## config.mk

```make
export PLATFORM = sky130hd
export DESIGN_NAME = bmsrm_boot_map
export DESIGN_NICKNAME = d
export VERILOG_FILES = /design/src/design/bmsrm_pkg.sv /design/src/design/bmsrm_boot_map.sv /design/src/design/bmsrm_strap_latch.sv
export SDC_FILE = /design/constraint.sdc
export NUM_CORES = 1
export LEC_CHECK = 0
export ABC_AREA = 1
export BUFFER_PORTS_ARGS = -buffer_cell sky130_fd_sc_hd__buf_2
export CAP_MARGIN = 20
export CORE_UTILIZATION = 36
export DETAILED_ROUTE_END_ITERATION = 10
export GPL_ROUTABILITY_DRIVEN = 0
export PLACE_DENSITY = 0.8
export RECOVER_POWER = 25
export SLEW_MARGIN = 20
export SYNTH_ARGS = -nofsm -noshare
export SYNTH_HDL_FRONTEND = slang
export SYNTH_SLANG_ARGS = --single-unit
```

## constraint.sdc

```tcl
create_clock -name clk_i -period 1.2 [get_ports clk_i]
set_input_delay 0.12 -clock clk_i [delete_from_list [all_inputs] [get_ports clk_i]]
set_output_delay 0.12 -clock clk_i [all_outputs]
set_load 0.03 [all_outputs]
```

## src/design/bmsrm_pkg.sv

```systemverilog
// Package: modes, address map and flash sections for boot mode select and ROM map
`default_nettype none
package bmsrm_pkg;
  typedef enum logic [1:0] {
    BMSRM_MODE_USER,
    BMSRM_MODE_SERIAL,
    BMSRM_MODE_PARALLEL
  } bmsrm_mode_e;
  localparam int BMSRM_ADDR_W = 16;
  localparam logic [15:0] BMSRM_ROM_HI_BASE = 16'hf800;
  localparam logic [15:0] BMSRM_ROM_SIZE = 16'h0800;
  localparam logic [10:0] BMSRM_ROM_OFS_MASK = 11'h7ff;
  localparam logic [15:0] BMSRM_CFG_READ_ENTRY = 16'hffdf;
  localparam int BMSRM_CFG_BYTES = 128;
  localparam logic [15:0] BMSRM_RESET_SECTOR_SIZE = 16'h1000;
  localparam int BMSRM_ROM_ENABLE_BIT = 4;
  localparam logic [7:0] BMSRM_CFG0_RESET = 8'hff;
  localparam logic [7:0] BMSRM_ERASED_BYTE = 8'hff;
  localparam logic [6:0] BMSRM_CFG0_ADDR = 7'h7f;
  typedef enum logic [1:0] {
    BMSRM_SEC_CONFIG,
    BMSRM_SEC_RESET,
    BMSRM_SEC_PROGRAM,
    BMSRM_SEC_DATA
  } bmsrm_sect_e;
endpackage : bmsrm_pkg
`default_nettype wire

```

## src/design/bmsrm_boot_map.sv

```systemverilog
// Top: boot mode selection, boot ROM mapping, flash section and config write gating
//
// How it works
// - Mode sampled from two straps on every reset
// - Fetch strobe low, latch strobe high: serial
// - Fetch strobe high, latch strobe low: parallel
// - Both straps high: user application mode
// - Programming mode kept until normal-mode reset
// - Serial programming routed over serial port zero
// - Serial baud capped by oscillator-derived limit
// - User mode, ROM enabled: F800-FFFF hits ROM
// - Programming modes map ROM at lowest 2kB
// - ROM disabled: upper region never hits ROM
// - Flash split into four sections
// - Erased flash reads all ones
// - Flash writing code runs from ROM/RAM only
// - User mode may program code and data
// - Entry FFDF returns selected config byte
// - ROM enable is config byte zero bit 4
// - Config bytes writable only in programming mode
`timescale 1ns/1ps
`default_nettype none
module bmsrm_boot_map #(
  parameter int ADDR_W = bmsrm_pkg::BMSRM_ADDR_W,
  parameter logic [15:0] PROG_MEM_SIZE = 16'h8000,
  parameter int BAUD_DIV_MIN = 16
) (
  input wire logic clk_i,
  input wire logic rst_n_i,
  input wire logic addr_latch_strobe_i,
  input wire logic program_fetch_strobe_i,
  input wire logic [15:0] fetch_addr_i,
  input wire logic fetch_from_ram_i,
  input wire logic [6:0] cfg_addr_i,
  input wire logic [7:0] cfg_wdata_i,
  input wire logic cfg_we_i,
  input wire logic [7:0] cfg_rdata_i,
  input wire logic [15:0] flash_addr_i,
  input wire logic flash_we_i,
  input wire logic [15:0] baud_div_i,
  output bmsrm_pkg::bmsrm_mode_e mode_o,
  output logic user_application_mode_o,
  output logic serial_port_zero_prog_o,
  output logic reserved_strap_o,
  output logic rom_sel_o,
  output logic [10:0] rom_addr_o,
  output logic cfg_read_entry_o,
  output logic [7:0] cfg_read_data_o,
  output logic boot_rom_enable_bit_o,
  output logic cfg_we_o,
  output logic flash_we_o,
  output bmsrm_pkg::bmsrm_sect_e flash_sect_o,
  output logic baud_ok_o,
  output logic [7:0] erased_value_o
);
  import bmsrm_pkg::*;
  bmsrm_mode_e mode;
  logic reserved;
  logic prog_mode;
  logic [7:0] hw_config_byte_zero_r;
  logic [7:0] hw_config_byte_zero_nxt;
  logic [7:0] cfg_data_r;
  logic [7:0] cfg_data_nxt;
  logic hi_hit;
  logic lo_hit;

  bmsrm_strap_latch u_strap (
    .clk_i(clk_i),
    .rst_n_i(rst_n_i),
    .addr_latch_strobe_i(addr_latch_strobe_i),
    .program_fetch_strobe_i(program_fetch_strobe_i),
    .mode_o(mode),
    .reserved_o(reserved)
  );

  assign prog_mode = (mode != BMSRM_MODE_USER);
  assign mode_o = mode;
  assign user_application_mode_o = !prog_mode;
  assign reserved_strap_o = reserved;
  assign serial_port_zero_prog_o = (mode == BMSRM_MODE_SERIAL);
  // Baud limit is a divisor floor; the actual figure depends on the oscillator
  assign baud_ok_o = !serial_port_zero_prog_o || (baud_div_i >= 16'(BAUD_DIV_MIN));

  assign boot_rom_enable_bit_o = hw_config_byte_zero_r[BMSRM_ROM_ENABLE_BIT];
  assign hi_hit = fetch_addr_i >= BMSRM_ROM_HI_BASE;
  assign lo_hit = fetch_addr_i < BMSRM_ROM_SIZE;
  always_comb begin
    rom_sel_o = 1'b0;
    if (prog_mode) begin
      rom_sel_o = lo_hit;
    end else if (boot_rom_enable_bit_o) begin
      rom_sel_o = hi_hit;
    end
  end
  assign rom_addr_o = fetch_addr_i[10:0] & BMSRM_ROM_OFS_MASK;
  assign cfg_read_entry_o = !prog_mode && boot_rom_enable_bit_o &&
                            (fetch_addr_i == BMSRM_CFG_READ_ENTRY);

  // Flash writes need code fetched from ROM or RAM, so a flash fetch blocks them
  assign flash_we_o = flash_we_i && (rom_sel_o || fetch_from_ram_i);
  assign cfg_we_o = cfg_we_i && prog_mode;
  assign erased_value_o = BMSRM_ERASED_BYTE;

  always_comb begin
    if (flash_addr_i < 16'(BMSRM_CFG_BYTES)) begin
      flash_sect_o = BMSRM_SEC_CONFIG;
    end else if (flash_addr_i < BMSRM_RESET_SECTOR_SIZE) begin
      flash_sect_o = BMSRM_SEC_RESET;
    end else if (flash_addr_i < PROG_MEM_SIZE) begin
      flash_sect_o = BMSRM_SEC_PROGRAM;
    end else begin
      flash_sect_o = BMSRM_SEC_DATA;
    end
  end

  always_comb begin
    hw_config_byte_zero_nxt = hw_config_byte_zero_r;
    cfg_data_nxt = cfg_rdata_i;
    if (cfg_we_o && cfg_addr_i == BMSRM_CFG0_ADDR) begin
      hw_config_byte_zero_nxt = cfg_wdata_i;
    end
    if (cfg_addr_i == BMSRM_CFG0_ADDR) begin
      cfg_data_nxt = hw_config_byte_zero_r;
    end
  end

  always_ff @(posedge clk_i or negedge rst_n_i) begin
    if (!rst_n_i) begin
      hw_config_byte_zero_r <= BMSRM_CFG0_RESET;
      cfg_data_r <= BMSRM_ERASED_BYTE;
    end else begin
      hw_config_byte_zero_r <= hw_config_byte_zero_nxt;
      cfg_data_r <= cfg_data_nxt;
    end
  end
  assign cfg_read_data_o = cfg_data_r;

  chk_user_hi_map: assert property (@(posedge clk_i) disable iff (!rst_n_i)
    (!prog_mode && boot_rom_enable_bit_o && hi_hit) |-> rom_sel_o)
    else $error("upper region missed rom");
  chk_prog_lo_map: assert property (@(posedge clk_i) disable iff (!rst_n_i)
    prog_mode |-> (rom_sel_o == lo_hit))
    else $error("prog mode rom map wrong");
  chk_rom_disabled: assert property (@(posedge clk_i) disable iff (!rst_n_i)
    (!prog_mode && !boot_rom_enable_bit_o) |-> !rom_sel_o)
    else $error("disabled rom selected");
  chk_cfg_locked: assert property (@(posedge clk_i) disable iff (!rst_n_i)
    !prog_mode |=> $stable(hw_config_byte_zero_r))
    else $error("config changed in user mode");
  chk_flash_fetch: assert property (@(posedge clk_i) disable iff (!rst_n_i)
    flash_we_o |-> (rom_sel_o || fetch_from_ram_i))
    else $error("flash write from flash code");
  chk_serial_port: assert property (@(posedge clk_i) disable iff (!rst_n_i)
    serial_port_zero_prog_o |-> mode == BMSRM_MODE_SERIAL && !user_application_mode_o)
    else $error("serial port mode mismatch");
  chk_reserved_fb: assert property (@(posedge clk_i) disable iff (!rst_n_i)
    reserved |-> mode == BMSRM_MODE_USER)
    else $error("reserved strap not user");
  chk_cfg_read: assert property (@(posedge clk_i) disable iff (!rst_n_i)
    cfg_addr_i == BMSRM_CFG0_ADDR |=> cfg_read_data_o == $past(hw_config_byte_zero_r))
    else $error("config read wrong");
  cov_serial: cover property (@(posedge clk_i) disable iff (!rst_n_i)
    mode == BMSRM_MODE_SERIAL);
  cov_parallel: cover property (@(posedge clk_i) disable iff (!rst_n_i)
    mode == BMSRM_MODE_PARALLEL && cfg_we_o);
  cov_user_rom: cover property (@(posedge clk_i) disable iff (!rst_n_i)
    cfg_read_entry_o);
  cov_reserved: cover property (@(posedge clk_i) disable iff (!rst_n_i) reserved);
endmodule : bmsrm_boot_map
`default_nettype wire

```

## src/design/bmsrm_strap_latch.sv

```systemverilog
// Strap sampler: samples straps on the first clock after reset release, then freezes
`timescale 1ns/1ps
`default_nettype none
module bmsrm_strap_latch (
  input wire logic clk_i,
  input wire logic rst_n_i,
  input wire logic addr_latch_strobe_i,
  input wire logic program_fetch_strobe_i,
  output bmsrm_pkg::bmsrm_mode_e mode_o,
  output logic reserved_o
);
  import bmsrm_pkg::*;
  logic in_reset_r;
  logic in_reset_nxt;
  bmsrm_mode_e mode_r;
  bmsrm_mode_e mode_nxt;
  logic reserved_r;
  logic reserved_nxt;

  // Straps are read in the first clocked cycle after release, never at the async edge
  always_comb begin
    in_reset_nxt = 1'b0;
    mode_nxt = mode_r;
    reserved_nxt = reserved_r;
    if (in_reset_r) begin
      reserved_nxt = 1'b0;
      if (!program_fetch_strobe_i && addr_latch_strobe_i) begin
        mode_nxt = BMSRM_MODE_SERIAL;
      end else if (program_fetch_strobe_i && !addr_latch_strobe_i) begin
        mode_nxt = BMSRM_MODE_PARALLEL;
      end else if (program_fetch_strobe_i && addr_latch_strobe_i) begin
        mode_nxt = BMSRM_MODE_USER;
      end else begin
        mode_nxt = BMSRM_MODE_USER;
        reserved_nxt = 1'b1;
      end
    end
  end

  always_ff @(posedge clk_i or negedge rst_n_i) begin
    if (!rst_n_i) begin
      in_reset_r <= 1'b1;
      mode_r <= BMSRM_MODE_USER;
      reserved_r <= 1'b0;
    end else begin
      in_reset_r <= in_reset_nxt;
      mode_r <= mode_nxt;
      reserved_r <= reserved_nxt;
    end
  end

  assign mode_o = mode_r;
  assign reserved_o = reserved_r;

  chk_mode_stable: assert property (@(posedge clk_i) disable iff (!rst_n_i)
    !$past(in_reset_r) |-> mode_r == $past(mode_r))
    else $error("mode changed outside reset");
endmodule : bmsrm_strap_latch
`default_nettype wire

```

After elaboration in Yosys (flattened, before gate mapping). Cells that the tools add are included.

Bits in registers: 20. Output and inout port bits: 40. Logic and storage cells: 40.

Order comparisons: 6. Eq/ne operators: 3. Multiplexer cells: 11. Reduce and logical (&&, ||, !) cells: 15.

Operators by type and width (count): 16-bit equality test, second input constant (1); 16-bit >= comparator, second input constant (1); 16-bit by 5-bit >= comparator with 1-bit output, second input constant (1); 16-bit by 12-bit less-than comparator with 1-bit output, second input constant (1); 16-bit by 13-bit less-than comparator with 1-bit output, second input constant (1); 16-bit less-than comparator, second input constant (1); 16-bit by 8-bit less-than comparator with 1-bit output, second input constant (1); 1-bit logical AND (8); 2-bit two-way mux (4); 8-bit two-way mux (1); 7-bit equality test, second input constant (1); 1-bit two-way mux (6); 1-bit zero test (4); 2-bit by 1-bit equality test with 1-bit output, second input constant (1); 1-bit logical OR (2); 2-bit nonzero test (1).

Depth between registers and ports, before layout. Gate-level depths: netlist (run 1).

Depth after elaboration: 5. Mapped depth: 7. Mapped depth without buffers: 7.

Modules after synthesis. From an unflattened synthesis (run 1), not the netlist that was laid out.

Cells, all modules: 159. Area total of the unflattened synthesis: 1229.9 µm².

Modules (own cells, without submodules): bmsrm_boot_map (instances 1, cells an instance 141, area an instance 1073.5 µm², seq. area each 420.4 µm²); bmsrm_strap_latch (instances 1, cells an instance 18, area an instance 156.4 µm², seq. area each 101.3 µm²).

Least setup slack after synthesis (run 1). OpenSTA, ideal clock, no wires.

Kind: flip-flop to output port. Start: register u_strap.mode_r[0], in the netlist u_strap.mode_o[0]. End: output baud_ok_o. Arrival time: 1.492 ns. Data required time: 1.080 ns. Path slack: -0.412 ns. Cell stages (with the launch flop): 4. Buffers on the path: 0. Path through: dfrtp_1 -> inv_1 -> nor2_1 -> nand3_1.

Cells in the longest elaborated chain, start to end: 3.

Ends and longest elaborated chain: from (decl) (line bmsrm_strap_latch.sv:15) `bmsrm_mode_e mode_r;`; from (signal assigned) (line bmsrm_strap_latch.sv:47) `mode_r <= mode_nxt;`; 2-bit by 1-bit equality test with 1-bit output (line bmsrm_boot_map.sv:80) `assign serial_port_zero_prog_o = (mode == BMSRM_MODE_SERIAL);`; net serial_port_zero_prog_o (line bmsrm_boot_map.sv:43) `output logic serial_port_zero_prog_o,`; 1-bit zero test (line bmsrm_boot_map.sv:82) `assign baud_ok_o = !serial_port_zero_prog_o || (baud_div_i >= 16'(BAUD_DIV_MIN));`; 1-bit logical OR (line bmsrm_boot_map.sv:82); to (decl) (line bmsrm_boot_map.sv:53) `output logic baud_ok_o,`.

The timed path passes the listed nets, and every way through them passes these cells.

Worst setup path in the final report (run 1).
Start: register u_strap.mode_r[1], in the netlist u_strap.mode_o[1]. End: output flash_we_o.

Cells in the longest elaborated chain, start to end: 4.

Ends and longest elaborated chain: 2-bit nonzero test (line bmsrm_boot_map.sv:76) `assign prog_mode = (mode != BMSRM_MODE_USER);`; 1-bit two-way mux (line bmsrm_boot_map.sv:89) `if (prog_mode) begin`; 1-bit logical OR (line bmsrm_boot_map.sv:100) `assign flash_we_o = flash_we_i && (rom_sel_o || fetch_from_ram_i);`; 1-bit logical AND (line bmsrm_boot_map.sv:100); to (decl) (line bmsrm_boot_map.sv:51) `output logic flash_we_o,`.

No other way between the ends.

==> results of run 1 <==
## where the power goes
| group | total [mW] | switching (mW) | internal (mW) | leakage (nW) |
|---|---|---|---|---|
| sequential | 0.751 | 0.0160 | 0.735 | 0.214 |
| clock | 0.312 | 0.183 | 0.129 | 0.0150 |
| combinational | 0.522 | 0.310 | 0.212 | 0.786 |
| total | 1.59 | 0.509 | 1.08 | 1.02 |
## cell families (layout without fill, tap and decap cells)
| kind of cell | count (synthesis) | after routing | share of synthesized area (%) |
|---|---|---|---|
| simple gates | 95 | 95 | 36.3 |
| compound gates | 3 | 3 | 1.44 |
| buf+inv | 34 | 126 | 18.7 |
| other cells | 2 | 9 | 0.618 |
| flops | 20 | 20 | 42.9 |
## metal layers
layer  routed length [um]  vias to the layer above  share of wire [%]
li1                     -                      648                  -
met1                 1040                      543                 38
met2                 1510                       57                 55
met3                  165                        4                6.0
met4                   21                        0               0.77
met5                    0                        -                  0
## final cells by class
type | count | area share, %
inverter | 14 | 3.56
timing repair buffer | 108 | 34.5
multi-input combinational | 107 | 28.8
clock buffer | 4 | 1.44
tap | 44 | 3.02
sequential | 20 | 28.7
## placed cells by master (no fill, tap or decap), types with 4 or more instances in the layout
master	instances
dfstp_2	17
nor3_1	4
buf_6	14
nand3_1	9
conb_1	9
buf_2	77
inv_1	11
buf_4	4
nor2_1	5
nand2_1	56
clkbuf_1	12
## what timing repair did
action	in CTS	in global routing
pin swaps	3	3
hold buffers	1	0
gates resized for setup	23	4
gates cloned	0	0
endpoints found under the setup margin	9	10
endpoints found under the hold margin	3	0
setup buffers	0	2
## flip-flops by register name, summed over array words and instances, names as in the netlist
name                   count
cfg_read_data_o            8
hw_config_byte_zero_r      8
u_strap.mode_o             2
u_strap.in_reset_r         1
u_strap.reserved_o         1
## per-stage QoR
step,utilization (%),hold slack (ns),TNS [ns]
6_report,58.4,0.0223,-1.54
5_1_grt,58.4,0.0194,-2.12
4_1_cts,57.9,0.0161,-1.44
3_5_place_dp,54.4,0.0736,-0.0839
3_3_place_gp,54.4,0.0728,-0.0554
2_1_floorplan,-,-0.176,-0.132
## cell usage after synthesis
cell / number
nand3b_1: 1
inv_2: 1
nor3_1: 4
nand4_1: 1
nor2_1: 8
and3_1: 1
nand2_4: 2
nor4_1: 1
o21ai_0: 1
nor2_8: 1
conb_1: 2
dfrtp_1: 3
or2_0: 1
buf_4: 19
nand2_1: 58
clkinv_8: 1
or2_2: 2
nor2_2: 2
o22ai_1: 2
dfstp_2: 17
nand3_1: 11
nor2_4: 1
buf_12: 1
inv_1: 12
nor3b_1: 1
## worst max-delay path: cells and delay by family, from the launching register on
| kind | cells | cell delay, ns |
|---|---|---|
| buffers and inverters | 3 | 0.28 |
| AND/OR/NAND/NOR | 5 | 0.38 |
| flip-flops | 1 | 0.42 |
## worst min path at each step
stage / slack, ns / start / depth (start not counted) / endpoint
floorplan: -0.18 / rst_n_i / 0 / u_strap.mode_o[0]$_DFFE_PN0P_
global placement: 0.07 / rst_n_i / 1 / u_strap.reserved_o$_DFFE_PN0P_
detailed placement: 0.07 / rst_n_i / 1 / u_strap.reserved_o$_DFFE_PN0P_
CTS: 0.02 / cfg_rdata_i[2] / 3 / cfg_read_data_o[2]$_DFF_PN1_
global route: 0.02 / program_fetch_strobe_i / 2 / u_strap.reserved_o$_DFFE_PN0P_
finish: 0.02 / cfg_rdata_i[2] / 3 / cfg_read_data_o[2]$_DFF_PN1_
==> flow_metrics.tcl, run 1 <==
set metrics [dict create \
    seqCellArea_um2 524 \
    yosysUniqueCellTypes 25 \
    drv_slew 0 \
    r2r_cells 7 \
    use_met3_pct 2.38 \
    yosys.area.top_type "dfstp_2" \
    via_count 1252 \
    hp-class "in2reg" \
    fin_crit_sh_pct 125 \
    hpwlAfterDp_um 2240 \
    die_h_um 60.1 \
    regToRegEndpoint "hw_config_byte_zero_r[6]$_DFFE_PN1P_" \
    crit_fanout 2 \
    diodes 0 \
    wl_um 2740 \
    numCtsBuffers 3 \
    start_kind "flip-flop" \
    synth_top_area_share_pct 36.7 \
    clock_latency_ns 0.28 \
    critPathArrivalTime_ns 1.37 \
    globalRoute.busiestLayer "met2" \
    grt-ovfl-total 0 \
    io_buffers 98 \
    dp_slack_ns -0.0839 \
    worst_slack_ns -0.295 \
    fillerInstances 299 \
    dpl_cell_area_um2 1700 \
    clock_path_buffers 2 \
    grt_max_degree 21 \
    critical_path.startpoint "u_strap.mode_o[1]$_DFFE_PN0P_" \
    instances_no_fill 297 \
    rsz0062_at_grt "yes" \
    cts_tree "built" \
    max_clock_freq_ghz 0.669 \
    dieArea_um2 3610 \
    first_pass_iters 4 \
    num_io_pins 118 \
    critPathCapture "flash_we_o" \
    power.density_nw_per_um2 868 \
    dp_cells 290 \
    grt.met2_usage_pct 28.4 \
    leakagePower_nw 1.02 \
    start_util_pct 38.9 \
    drc 0 \
    synthCells 154 \
    rr_startpoint "u_strap.mode_o[1]$_DFFE_PN0P_" \
    htreeDepth 1 \
    fin_area_um2 1830 \
    violations "setup timing" \
    syn_area_per_cell_um2 7.90 \
    setup_viol 9 \
    core-area_um2 3130 \
    synth.area.top_cells "dfstp_2 (37%), nand2_1 (18%), buf_4 (12%), dfrtp_1 (6.2%), nand3_1 (4.5%)" \
    grt_pass1_wl_um 3970 \
    synth-seq-area-share_pct 42.9 \
    max_cap_viol_count 0 \
    ir_drop_mv 0.368 \
    routed_via_density 4.22 \
    drive_above_1_share_pct 53.8 \
    drt.antenna.violating_nets 0 \
    cts.sinks 20 \
    endpoint_kind "output pin" \
    clock_skew_ns 0.00223 \
    finalNetCount 332 \
    synthesis.area_um2 1220 \
    grt_util_met1_pct 15.5 \
    chipWidth_um 60.1 \
    grtUsageTotal_pct 14.5 \
    crit_slowest_cell "dfrtp_2" \
    cts_root_buffer "clkbuf_4" \
    critical_path_class "reg2out" \
    synthToLayoutAreaGrowth_pct 50.1 \
    clk_pin_slew_worst_paths_ns 0.10 \
    cp.required_ns 1.08 \
    crit_chain "buf_6 > nor2_4 > nor2_1 > nand2_1 > nand3_2 > nand2_1 > inv_2 > buf_6" \
    power_mw 1.59 \
    period_needed_ns 1.49 \
    slowest_delay_ns 0.42 \
    ys_ff_latch 20 \
    rows 20 \
    multi_input_area_um2 526 \
    hold_violations 0 \
    antenna_found_initial 0 \
    drt_iter0_drc 19 \
    wl_per_cell_um 9.21 \
    grt_pass1_vias 1007 \
    status "finished with violations" \
    yosysWarnings 0 \
    r2r_setup_slack_ns 0.10 \
]
(Power assumes the default switching activity.)
==> run 2, diff against run 1 <==
ABC_AREA = not set   (was 1)
CORE_UTILIZATION = 34   (was 36)
HOLD_SLACK_MARGIN = 0.03   (was not set)
clock period = 1.7 ns   (was 1.2 ns; I/O delays follow)
==> run 2 against run 1 <==
- hold slack better by 0.076 ns
- largest cell class unchanged
- clock skew shrank 0.0013 ns
- register-to-register slack gained 0.12 ns
- critical path type unchanged
- the flow now finishes without violations
- area after synthesis shrank 11%
- cell count down 22%
- largest power group unchanged
- critical path depth decreased by 5
- non-clock buffer count down 5
- total power decreased by 31%
- sequential share of layout area increased by 3.6 points
- core utilization decreased by 5.0 points
==> flow_metrics.tcl, run 2 <==
set metrics [dict create \
    status "complete, no violations" \
    synth.area.top_cells "dfstp_2 (41%), mux2_2 (18%), buf_4 (13%), dfrtp_1 (6.9%), nor4_1 (2.3%)" \
    wl_per_cell_um 10.9 \
    diodes 0 \
    hold_violations 0 \
    yosysUniqueCellTypes 23 \
    chipWidth_um 58.5 \
    endpoint_kind "output pin" \
    clock_latency_ns 0.29 \
    drt.antenna.violating_nets 0 \
    setup_viol 0 \
    critical_path_class "reg2out" \
    grt_max_degree 21 \
    critPathArrivalTime_ns 1.48 \
    synthToLayoutAreaGrowth_pct 49.0 \
    grt_pass1_vias 857 \
    drive_above_1_share_pct 71.7 \
    finalNetCount 266 \
    ys_ff_latch 20 \
    synth_ff_type "dfstp_2" \
    first_pass_iters 4 \
    htreeDepth 1 \
    drc 0 \
    start_util_pct 35.8 \
    synth-seq-area-share_pct 48.1 \
    clk_pin_slew_worst_paths_ns 0.11 \
    synth_common_cells "buf_4 (19), dfstp_2 (17), mux2_2 (17)" \
    sw_frac_of_total_pct 30.4 \
    clockPowerShare_pct 24.4 \
    via_count 1000 \
    rsz0062_at_grt "yes" \
    period_needed_ns 1.65 \
    clock_skew_ns 0.000971 \
    dieArea_um2 3420 \
    fin_crit_sh_pct 96.9 \
    intPower_mw 0.767 \
    core-area_um2 3030 \
    die_h_um 58.5 \
    yosysWarnings 0 \
    synth_top_area_share_pct 41.2 \
    grt-ovfl-total 0 \
    relSlewSlack_pct 30.3 \
    hp-class "in2reg" \
    hpwlAfterDp_um 2020 \
    antenna_found_initial 2 \
    numCtsBuffers 3 \
    p_sw_mw 0.334 \
    cts.sinks 20 \
    combinationalPowerShare_pct 27.3 \
    leakagePower_nw 0.814 \
    grtUsageTotal_pct 14.1 \
    yosys.area.top_type "dfstp_2" \
    wl_um 2510 \
    async_flop_share_pct 100 \
    crit_fanout 4 \
    drv_slew 0 \
    drt_iter0_drc 14 \
    multi_input_area_um2 460 \
    fin_area_um2 1620 \
    power.density_nw_per_um2 681 \
    final_cell_mix "buf_2 (84), mux2_2 (17), dfstp_2 (17), clkbuf_1 (12), conb_1 (9)" \
    whs_ns 0.0987 \
    power_mw 1.10 \
    routed_via_density 4.33 \
    layout_commonest_cell "buf_2" \
    cts_tree "built" \
    worst_pin_slew_ns 1.04 \
    ir_drop_mv 0.654 \
    syn_area_per_cell_um2 11.8 \
    synthesis.area_um2 1080 \
    cts_root_buffer "clkbuf_4" \
    max_clock_freq_ghz 0.607 \
    synth_edf_count 0 \
    num_io_pins 118 \
    synthCells 92 \
    max_cap_viol_count 0 \
    synth.most_common_cell "buf_4" \
    io_buffers 98 \
    seq_power_share_pct 48.3 \
    rows 20 \
    fillerInstances 301 \
    clock_path_buffers 2 \
    dpl_cell_area_um2 1550 \
    seqCellArea_um2 522 \
    cp.required_ns 1.53 \
    start_kind "flip-flop" \
    grt_pass1_wl_um 3640 \
]
## run 2: changes by cell type after synthesis, sizes merged, moves of 2 or more
cell,previous run,this run
or4,0,3
inv,13,4
nor3,4,0
nand2,60,1
nor2,12,5
or2,3,0
nand4,1,4
nor4,1,4
nand3,11,2
o22ai,2,0
mux2,0,17
## run 2: final cells by class
class,instances,area share [%]
Clock buffer,4,2.24
Inverter,4,0.929
Multi-Input combinational cell,56,28.5
Sequential cell,20,32.3
Tap cell,44,3.41
Timing Repair Buffer,103,32.7
## run 2: kinds of logic (layout without fill, tap and decap cells)
group | count (synthesis) | in the layout | share of synthesized area [%]
muxes | 17 | 17 | 17.6
AOI/OAI and AO/OA | 4 | 4 | 2.19
and+or+nand+nor | 26 | 26 | 16.8
DFF | 20 | 20 | 48.1
buffers and inverters | 23 | 111 | 14.5
other | 2 | 9 | 0.692
## run 2: critical path, cell delays in order, from the launching register on
cell and delay (ns):
dfstp_2 0.58, nand4_1 0.21, a31oi_2 0.24, buf_6 0.15
## run 2: final timing paths
kind	to	cells after the start	slack, ns	startpoint
min reg2reg	u_strap.reserved_o$_DFFE_PN0P_	1	0.51	u_strap.reserved_o$_DFFE_PN0P_
max in group asynchronous	u_strap.mode_o[1]$_DFFE_PN0P_	2	0.50	rst_n_i
max reg2reg	hw_config_byte_zero_r[7]$_DFFE_PN1P_	5	0.22	u_strap.mode_o[1]$_DFFE_PN0P_
min	cfg_read_data_o[2]$_DFF_PN1_	2	0.1	cfg_rdata_i[2]
min in group asynchronous	u_strap.mode_o[0]$_DFFE_PN0P_	2	0.58	rst_n_i
max	flash_we_o	3	0.05	hw_config_byte_zero_r[4]$_DFFE_PN1P_
## run 2: power by group through the flow
stage                     Clock (mW)  Combinational (mW)  Sequential (mW)
after global routing           0.294               0.323            0.536
after CTS                      0.279               0.305            0.533
final                          0.269               0.300            0.532
after floorplan                    0               0.157            0.576
after global placement             0               0.287            0.540
after detailed placement           0               0.291            0.541
## run 2: stage by stage
step,setup slack (ns),util (%),setup TNS [ns],instances
after CTS,0.00210,53.6,0,231
after floorplan,-0.0223,-,-0.0223,99
after global placement,0.0161,51.2,0,223
after global routing,-0.0340,53.4,-0.0669,231
after detailed placement,-0.00204,51.2,-0.00204,223
final,0.0522,53.4,0,231
## run 2: timing repair
item,in CTS,in global routing
hold buffers,1,0
endpoints found under the hold margin,3,0
endpoints found under the setup margin,2,2
setup buffers,3,0
resized for setup,2,2
pin swaps,2,2
## run 2: per-layer routing
layer  share of wire, %  GRT usage, %  routed length, um  up-vias
met5               0.40             0                 10        -
met4               0.40          5.10                 10        2
met3                 11          5.93                282        4
met2                 47          23.8               1170       57
met1                 41          16.1               1040      444
li1                   -             -                  -      493
==> run 3, diff against run 2 <==
ABC_AREA = 1   (was not set)
CORE_UTILIZATION = 36   (was 34)
==> run 3 against run 2 <==
- largest power group unchanged
- clock power down 16%
- die area up 5.7%
- cell count up 25%
- sequential power about the same
- clock skew up 0.0055 ns
- maximum frequency up 3.0%
- critical path depth up 4
- worst setup slack better by 0.047 ns
- total power down 2.9%
- critical endpoint unchanged
- largest cell class is now sequential cells
==> flow_metrics.tcl, run 3 (same netlist as run 1, synthesis figures left out) <==
set metrics [dict create \
    multi_input_area_um2 493 \
    hp-class "in2reg" \
    first_pass_iters 4 \
    synthToLayoutAreaGrowth_pct 36.8 \
    instances_no_fill 289 \
    wl_per_cell_um 9.08 \
    status "complete, no violations" \
    crit_fanout 3 \
    die_h_um 60.1 \
    hp-start "cfg_rdata_i[4]" \
    critical_path_class "reg2out" \
    grt-ovfl-total 0 \
    grt_max_degree 21 \
    start_util_pct 38.9 \
    cts_tree "built" \
    cts.sinks 20 \
    drive_above_1_share_pct 48.2 \
    grt_pass1_wl_um 4040 \
    dp_cells 283 \
    period_needed_ns 1.60 \
    numCtsBuffers 3 \
    diodes 0 \
    cts_root_buffer "clkbuf_4" \
    crit_chain "nand2_1 > nor2_1 > nand2_1 > nand3_1 > nand2_1 > inv_1 > buf_6" \
    fin_crit_sh_pct 94.1 \
    start_kind "flip-flop" \
    rsz0062_at_grt "no" \
    worst_pin_slew_ns 0.973 \
    io_buffers 98 \
    slowest_delay_ns 0.56 \
    ir_drop_mv 0.242 \
    r2r_setup_slack_ns 0.71 \
    hpwlAfterDp_um 2220 \
    hold_violations 0 \
    clock_path_buffers 2 \
    layout_commonest_cell "buf_2" \
    grtUsageTotal_pct 14.8 \
    power.density_nw_per_um2 643 \
    finalNetCount 324 \
    clk_pin_slew_worst_paths_ns 0.10 \
    rr_startpoint "u_strap.mode_o[0]$_DFFE_PN0P_" \
    endpoint_kind "output pin" \
    htreeDepth 1 \
    max_cap_viol_count 0 \
    rows 20 \
    drv_slew 0 \
    seqCellArea_um2 523 \
    drc 0 \
    fillerInstances 322 \
    chipWidth_um 60.1 \
    regToRegEndpoint "hw_config_byte_zero_r[5]$_DFFE_PN1P_" \
    wl_um 2620 \
    routed_via_density 4.11 \
    r2r_cells 5 \
    num_io_pins 118 \
    setup_viol 0 \
    cpMostUsedCell "nand2_1" \
    cp.required_ns 1.53 \
    leakagePower_nw 0.954 \
    grt_pass1_vias 1027 \
    max_clock_freq_ghz 0.625 \
    crit_slowest_cell "dfstp_2" \
    core-area_um2 3130 \
    antenna_found_initial 0 \
    critical_path.startpoint "hw_config_byte_zero_r[4]$_DFFE_PN1P_" \
    dieArea_um2 3610 \
    critPathArrivalTime_ns 1.43 \
    hold_end "cfg_read_data_o[4]$_DFF_PN1_" \
    drt.antenna.violating_nets 0 \
    relSlewSlack_pct 35.1 \
    clock_latency_ns 0.30 \
    holdPathStages 3 \
    setup_tns_ns 0 \
    clock_skew_ns 0.00644 \
    drt_iter0_drc 30 \
    via_count 1188 \
    final_cell_mix "buf_2 (84), nand2_1 (58), dfstp_2 (17), clkbuf_1 (13), inv_1 (12)" \
]
==> run 3: how the worst max path moves through the flow <==
stage | end | cells after the start
final | flash_we_o | 7
after CTS | flash_we_o | 7
after global placement | flash_we_o | 7
after global routing | flash_we_o | 7
after floorplan | baud_ok_o | 3
after detailed placement | flash_we_o | 7
==> run 3: through the flow <==
step	worst slack (ns)	hold slack (ns)	utilization (%)	cell area (um2)	power [mW]
2_1_floorplan	0.0380	-0.126	-	1240	0.751
3_3_place_gp	0.397	0.122	52.0	1630	0.846
3_5_place_dp	0.366	0.126	52.0	1630	0.853
4_1_cts	0.0223	0.0554	53.1	1660	1.08
5_1_grt	0.00107	0.0514	53.2	1660	1.13
6_report	0.0996	0.0621	53.2	1660	1.07
==> run 3: area by class of cell <==
class                           instances  area share [%]
Timing Repair Buffer                  100            30.2
Inverter                               14            3.91
Multi-Input combinational cell        107            29.6
Sequential cell                        20            31.4
Clock buffer                            4            1.58
Tap cell                               44            3.31
==> run 3: timing repair <==
action / 4_1_cts / 5_1_grt
buffers inserted: 0 / 1
hold buffers: 1 / 0
setup endpoints to repair: 0 / 2
hold endpoints to repair: 3 / 0
gates resized for setup: 0 / 5
==> run 3: report_power, final <==
part           internal [mW]  switching [mW]  total [mW]
registers              0.518          0.0150       0.534
logic                  0.110           0.201       0.311
clock network         0.0914           0.134       0.225
==> run 3: critical path, delay by kind of cell, from the launching register on <==
kind | cells | cell delay [ns]
DFF | 1 | 0.56
and+or+nand+nor | 5 | 0.40
buffers and inverters | 2 | 0.18
==> run 3: per-layer routing <==
| layer | GRT usage (%) | up-vias | routed length (um) |
|---|---|---|---|
| met5 | 0 | - | 0 |
| met4 | 8.64 | 0 | 45 |
| met3 | 1.52 | 4 | 104 |
| met2 | 27.2 | 41 | 1480 |
| met1 | 16.2 | 509 | 989 |
| li1 | - | 634 | - |
